===== config.mk =====
export PLATFORM = sky130hd
export DESIGN_NAME = nimg_irq_gate
export DESIGN_NICKNAME = d
export VERILOG_FILES = /design/src/shared/nimg_pkg.sv /design/src/nimg_irq_gate.sv
export SDC_FILE = /design/constraint.sdc
export NUM_CORES = 1
export LEC_CHECK = 0
export BUFFER_PORTS_ARGS = -buffer_cell sky130_fd_sc_hd__clkbuf_2
export CORE_ASPECT_RATIO = 0.9
export CORE_MARGIN = 4
export CORE_UTILIZATION = 52
export CTS_BUF_LIST = sky130_fd_sc_hd__clkbuf_4
export DETAILED_ROUTE_END_ITERATION = 16
export GPL_TIMING_DRIVEN = 0
export HOLD_SLACK_MARGIN = 0.05
export PLACE_DENSITY = 0.95
export SYNTH_ARGS = -nofsm -noshare
export SYNTH_HDL_FRONTEND = slang
export SYNTH_SLANG_ARGS = --single-unit
export TNS_END_PERCENT = 50

===== constraint.sdc =====
create_clock -name hclk -period 2.5 [get_ports hclk]
set_input_delay 0.375 -clock hclk [delete_from_list [all_inputs] [get_ports hclk]]
set_output_delay 0.375 -clock hclk [all_outputs]
set_load 0.03 [all_outputs]

===== src/shared/nimg_pkg.sv =====
`default_nettype none
package nimg_pkg;
   // ****************************************************************
   // Register map
   // ****************************************************************
   localparam logic [11:0] NIMG_STATUS_OFF = 12'hC14;
   localparam logic [11:0] NIMG_MASK_OFF = 12'hC1C;
   localparam int NIMG_ADDR_W = 12;
   localparam int NIMG_DATA_W = 32;
   localparam int NIMG_SRC_N = 9;

   // ****************************************************************
   // Field positions
   // ****************************************************************
   localparam int NIMG_TX_DONE_BIT = 0;
   localparam int NIMG_TX_IDLE_BIT = 1;
   localparam int NIMG_TX_BUFFER_MISSING_BIT = 2;
   localparam int NIMG_RX_EARLY_BIT = 3;
   localparam int NIMG_RX_FAULT_BIT = 4;
   localparam int NIMG_TX_UNDERFLOW_BIT = 5;
   localparam int NIMG_RX_DONE_BIT = 6;
   localparam int NIMG_RX_BUFFER_MISSING_BIT = 7;
   localparam int NIMG_RX_IDLE_BIT = 8;
   localparam int NIMG_RESERVED_BIT = 9;
   localparam int NIMG_ABNORMAL_BIT = 15;
   localparam int NIMG_NORMAL_BIT = 16;

   // Sources that belong to each group, one bit per source.
   localparam logic [8:0] NIMG_NORMAL_SRCS = 9'h045;
   localparam logic [8:0] NIMG_ABNORMAL_SRCS = 9'h1BA;

   // Bits of the mask that software can change; all others read as zero.
   localparam logic [31:0] NIMG_MASK_WR = 32'h000181FF;

   // ****************************************************************
   // Values after reset
   // ****************************************************************
   localparam logic [31:0] NIMG_MASK_RST = 32'h00000000;
   localparam logic [8:0] NIMG_STATUS_RST = 9'h000;
   localparam logic [31:0] NIMG_RDATA_RST = 32'h00000000;
endpackage
`default_nettype wire


===== src/nimg_irq_gate.sv =====
// Notes on behaviour
// - The receive-idle source raises the interrupt only with mask bit 8, group bit 15 and its flag set.
// - The receive-buffer-missing source raises it only with mask bit 7, group bit 15 and its flag set.
// - The receive-done source raises it only with mask bit 6, group bit 16 and its flag set.
// - The transmit-underflow source raises it only with mask bit 5, group bit 15 and its flag set.
// - The receive-fault source raises it only with mask bit 4, group bit 15 and its flag set.
// - The receive-early source raises it only with mask bit 3, group bit 15 and its flag set.
// - The transmit-buffer-missing source raises it only with mask bit 2, group bit 16 and its flag set.
// - The transmit-idle source raises it only with mask bit 1, group bit 15 and its flag set.
// - The transmit-done source raises it only with mask bit 0, group bit 16 and its flag set.
// - Mask bit 9 is read-only and always reads zero whatever is written.
// - With group bit 16 clear no normal-group source can raise the interrupt.
// - With group bit 15 clear no abnormal-group source can raise the interrupt.
//
// Local design decision: the AHB-Lite register port.
`timescale 1ns/10ps
`default_nettype none
module nimg_irq_gate
(
   // Clock, reset and enable
   input wire logic hclk,
   input wire logic hresetn,
   input wire logic clk_en,
   // AHB-Lite slave
   input wire logic hsel,
   input wire logic [nimg_pkg::NIMG_ADDR_W-1:0] haddr,
   input wire logic [1:0] htrans,
   input wire logic hwrite,
   input wire logic [2:0] hsize,
   input wire logic [nimg_pkg::NIMG_DATA_W-1:0] hwdata,
   input wire logic hready,
   output logic hreadyout,
   output logic hresp,
   output logic [nimg_pkg::NIMG_DATA_W-1:0] hrdata,
   // Event pulses from the controller, one per source
   input wire logic [nimg_pkg::NIMG_SRC_N-1:0] src_event,
   // Interrupt line to the host
   output logic irq
);
   import nimg_pkg::*;

   // ****************************************************************
   // Per-source qualification
   // ****************************************************************
   function automatic logic [8:0] qualify(input logic [8:0] flags, input logic [31:0] mask);
      logic [8:0] grp;
      grp = ({9{mask[NIMG_NORMAL_BIT]}} & NIMG_NORMAL_SRCS)
          | ({9{mask[NIMG_ABNORMAL_BIT]}} & NIMG_ABNORMAL_SRCS);
      return flags & mask[8:0] & grp;
   endfunction

   logic [31:0] mask_q;
   logic [8:0] status_q;
   logic [8:0] status_d;
   logic [8:0] qual;
   logic wr_pend_q;
   logic [11:0] wr_addr_q;
   logic [31:0] rdata_q;
   logic addr_ok;
   logic [31:0] status_view;

   // ****************************************************************
   // Bus slave
   // ****************************************************************
   // Zero wait states; a frozen block holds the bus off instead of losing a transfer.
   assign hreadyout = clk_en;
   assign hresp = 1'b0;
   assign hrdata = rdata_q;
   assign addr_ok = hsel && htrans[1] && hready && clk_en;

   assign status_view = {15'h0, |(status_q & NIMG_NORMAL_SRCS),
                         |(status_q & NIMG_ABNORMAL_SRCS), 6'h00, status_q};

   always_ff @(posedge hclk or negedge hresetn)
   begin
      if (!hresetn)
      begin
         wr_pend_q <= 1'b0;
         wr_addr_q <= 12'h000;
      end
      else if (clk_en)
      begin
         wr_pend_q <= addr_ok && hwrite;
         wr_addr_q <= haddr;
      end
   end

   // Read data is loaded at the address phase so it comes straight from flip-flops.
   always_ff @(posedge hclk or negedge hresetn)
   begin
      if (!hresetn)
         rdata_q <= NIMG_RDATA_RST;
      else if (clk_en)
      begin
         if (addr_ok && !hwrite && haddr == NIMG_MASK_OFF)
            rdata_q <= mask_q;
         else if (addr_ok && !hwrite && haddr == NIMG_STATUS_OFF)
            rdata_q <= status_view;
         else
            rdata_q <= NIMG_RDATA_RST;
      end
   end

   // ****************************************************************
   // Mask register
   // ****************************************************************
   // A read taken in the data phase of a mask write returns the old value, so do not chain them.
   always_ff @(posedge hclk or negedge hresetn)
   begin
      if (!hresetn)
         mask_q <= NIMG_MASK_RST;
      else if (clk_en && wr_pend_q && wr_addr_q == NIMG_MASK_OFF)
         mask_q <= hwdata & NIMG_MASK_WR;
   end

   // ****************************************************************
   // Sticky status, write one to clear
   // ****************************************************************
   // An event in the clearing cycle survives, since the set term is ORed last.
   always_comb
   begin
      status_d = status_q;
      if (wr_pend_q && wr_addr_q == NIMG_STATUS_OFF)
         status_d = status_q & ~hwdata[8:0];
      status_d = status_d | src_event;
   end

   always_ff @(posedge hclk or negedge hresetn)
   begin
      if (!hresetn)
         status_q <= NIMG_STATUS_RST;
      else if (clk_en)
         status_q <= status_d;
   end

   // ****************************************************************
   // Interrupt line
   // ****************************************************************
   assign qual = qualify(status_q, mask_q);
   assign irq = |qual;
endmodule
`default_nettype wire


==> results.md <==
* Via count at 1,604
* Diodes inserted at 0
* CTS resizes at 0
* Clk_lat worst skew at 0.36 ns
* TritonCTS clock tree: yes
* # Max-Cap Violations at 0
* Setup bufs post-CTS at 0
* Leading register cell type out of synthesis: dfrtp_1
* Initial antenna violation count at 0
* Final period util at 74.39%
* Syn Inst Count at 177
* Main area contributors after synthesis: dfrtp_1 50%, buf_4 8.1%, mux2_4 6.8%
* Crit path from: status_q[2]
* Area grow syn2layout at 19.83%
* Fin. Hold Viols at 0
* Crit end category: output port
* Area leader, netlist: dfrtp_1
* Synth warn at 0
* Area share of the largest cell type after synthesis at a little under 50%
* Reg-to-reg critical path startpoint: wr_addr_q[1]
* DIE AREA at 5382 um^2
* Final HPWL DP at 3747 um
* Worst IR Drop VDD at between 0.0003 and 0.0004 V
* TritonCTS Sinks at 44
* Leak at 1.339 nW
* Gr usage total at 18.57%
* PortBufs at 49
* Crit path kind: flop to output port
* Final nets at 318
* Critical Path RT at approximately 2.1 ns
* Worst Hold Slack at around 0.19 ns
* Vias in the first global route at 1,658
* Most frequent cells after synthesis: 44 x dfrtp_1, 24 x buf_4, 13 x inv_1, 13 x mux2_2
* I/O pin cnt at just under 100
* Routability cong. at 0.7851
* Global-route wire length before repair at just under 8000 um
* Layout cells sized above 1 at 43.53%
* Worst Path Buf+Inv at 1
* Total grt overflow at 0
* Synth Register Bits at between 40 and 50
* Mean Syn Cell Area at 12.55 um^2
* Relative slew slack at around 29%
* Slew at the pin closest to its max-slew limit at 1.059 ns
* Sequential fraction of the synthesis area at between 40 and 50%
* TNS Setup at 0 ns
* Final min period at 1.860 ns
* Final setup viols at 0
* Most common cell in the netlist: dfrtp_1
* Drt total wl at 4857 um
* Startpoint type of the worst setup path: flop
* Initial DRC Count at 153
* Rows at 22
* CP Data Arrival Time at 1.48 ns
* Netlist area before placement at around 2200 um^2
* Core Area at 4101 um^2
* DR pass1 iterations at 5
* Die height at 70 um
* CP max FO at 5
* EDFF count, synth at 0
* Clk_skew at just under 0.008 ns
* Starting density of the core at 54.15%
* Routed wire length per instance at 16.03 um
* Critical-path cell list: a222oi_1, o2bb2ai_1, clkbuf_2
* Async SR Flop Fraction at 100.0%
* Root buf cell: clkbuf_4
* Clock slew at reported path FFs at 0.12 ns
* DRT antenna net count at 0
* DIE WIDTH at 76.89 um
* Synth unique cells at 33
* Clock Tree Buf Depth at 2
* Pwr/cell area at 482.8 nW/um^2
* H-tree depth at 2
* Crit-path max cell delay at roughly 0.44 ns
* Top Family by Delay on Critical Path: compound AO/OA/AOI/OAI gates
* Drt via density at 5.294
* Pin count of the biggest net entering global routing at 45
* Critical-path top delay cell: dfrtp_1
* Slew Limit Fails at 0
* Fmax achieved at 537.7 MHz
* Unrepaired setup endpoints after global routing: false
* Hold-fix buffers, CTS at 0
* Residual DRC at 0
* Hold Path Class: primary input to async pin
* Total CTS buffers at 5
* Status: completed
==> flip-flops by register name, summed over array words and instances (netlist names) <==
signal / count
status_q: 9
wr_pend_q: 1
mask_q: 11
wr_addr_q: 12
hrdata: 11
==> where the power goes <==
group          switching (mW)  total [mW]  leakage (nW)  internal (mW)
logic                   0.109       0.191         0.764         0.0818
registers              0.0143       0.746         0.540          0.732
clock network           0.218       0.348        0.0338          0.130
==> final cells by class <==
type / count / area, um^2
Buffer: 32 / 221.5
Inverter: 13 / 48.80
Multi-Input combinational cell: 109 / 928.4
Clock buffer: 7 / 52.55
Timing Repair Buffer: 49 / 245.2
Sequential cell: 44 / 1101
Clock inverter: 1 / 3.754
Tap cell: 48 / 60.06
Fill cell: 311 / 1440
==> placed cells by master, fill, tap and decap left out, types with 2 or more instances in the layout <==
| master | n |
|---|---|
| mux2_4 | 10 |
| o32ai_1 | 9 |
| clkbuf_4 | 7 |
| clkbuf_1 | 4 |
| a221o_1 | 9 |
| dfrtp_1 | 44 |
| nor4_1 | 2 |
| buf_2 | 3 |
| nand4_2 | 2 |
| clkbuf_2 | 49 |
| nand4_1 | 2 |
| a22oi_1 | 3 |
| inv_1 | 13 |
| mux2i_1 | 9 |
| conb_1 | 22 |
| and4b_1 | 2 |
| o22ai_1 | 2 |
| nor2b_1 | 10 |
| mux2_2 | 13 |
| buf_4 | 24 |
==> layer usage <==
metal / routed length, um / part of all wire [%] / track usage [%] / up-vias
li1: - / - / - / 759
met1: 2072 / 43 / 22.87 / 776
met2: 2382 / 49 / 31.62 / 64
met3: 359 / 7.4 / 6.314 / 5
met4: 42 / 0.86 / 3.823 / 0
met5: 0 / 0 / 0 / -
==> worst reg2reg max path: stages, from the launching register on <==
cell     delay, ns
dfrtp_1       0.42
nor4b_4       0.35
nand4_2       0.33
a221o_1       0.39
==> final timing paths <==
kind                                end  slack (ns)  depth (start not counted)
hold reg to reg            wr_addr_q[2]        0.53                          1
setup reg to reg            status_q[4]        0.90                          3
hold / removal                mask_q[3]        0.19                          1
min in group hclk           status_q[3]        0.25                          2
max in group asynchronous     hrdata[4]        1.67                          1
setup / recovery                    irq        0.64                          3
==> metrics by stage <==
step	instance area [um^2]	total power, mW	std cells	worst slack (ns)	util [%]
CTS	2661	1.290	303	0.6398	64.89
global route	2661	1.342	303	0.5351	64.89
detailed placement	2605	0.9494	295	0.7725	63.51
floorplan	2300	0.8870	198	1.066	-
finish	2661	1.285	303	0.6403	64.89
global placement	2605	0.9424	295	0.8971	63.51
==> logic make-up after synthesis <==
logic type	count (synthesis)	share of synthesized area [%]
other	1	0.1689
AOI/OAI and AO/OA	27	10.82
buffers and inverters	45	12.17
DFF	44	49.58
and+or+nand+nor	28	9.859
muxes	32	17.41
(Power assumes the default switching activity.)
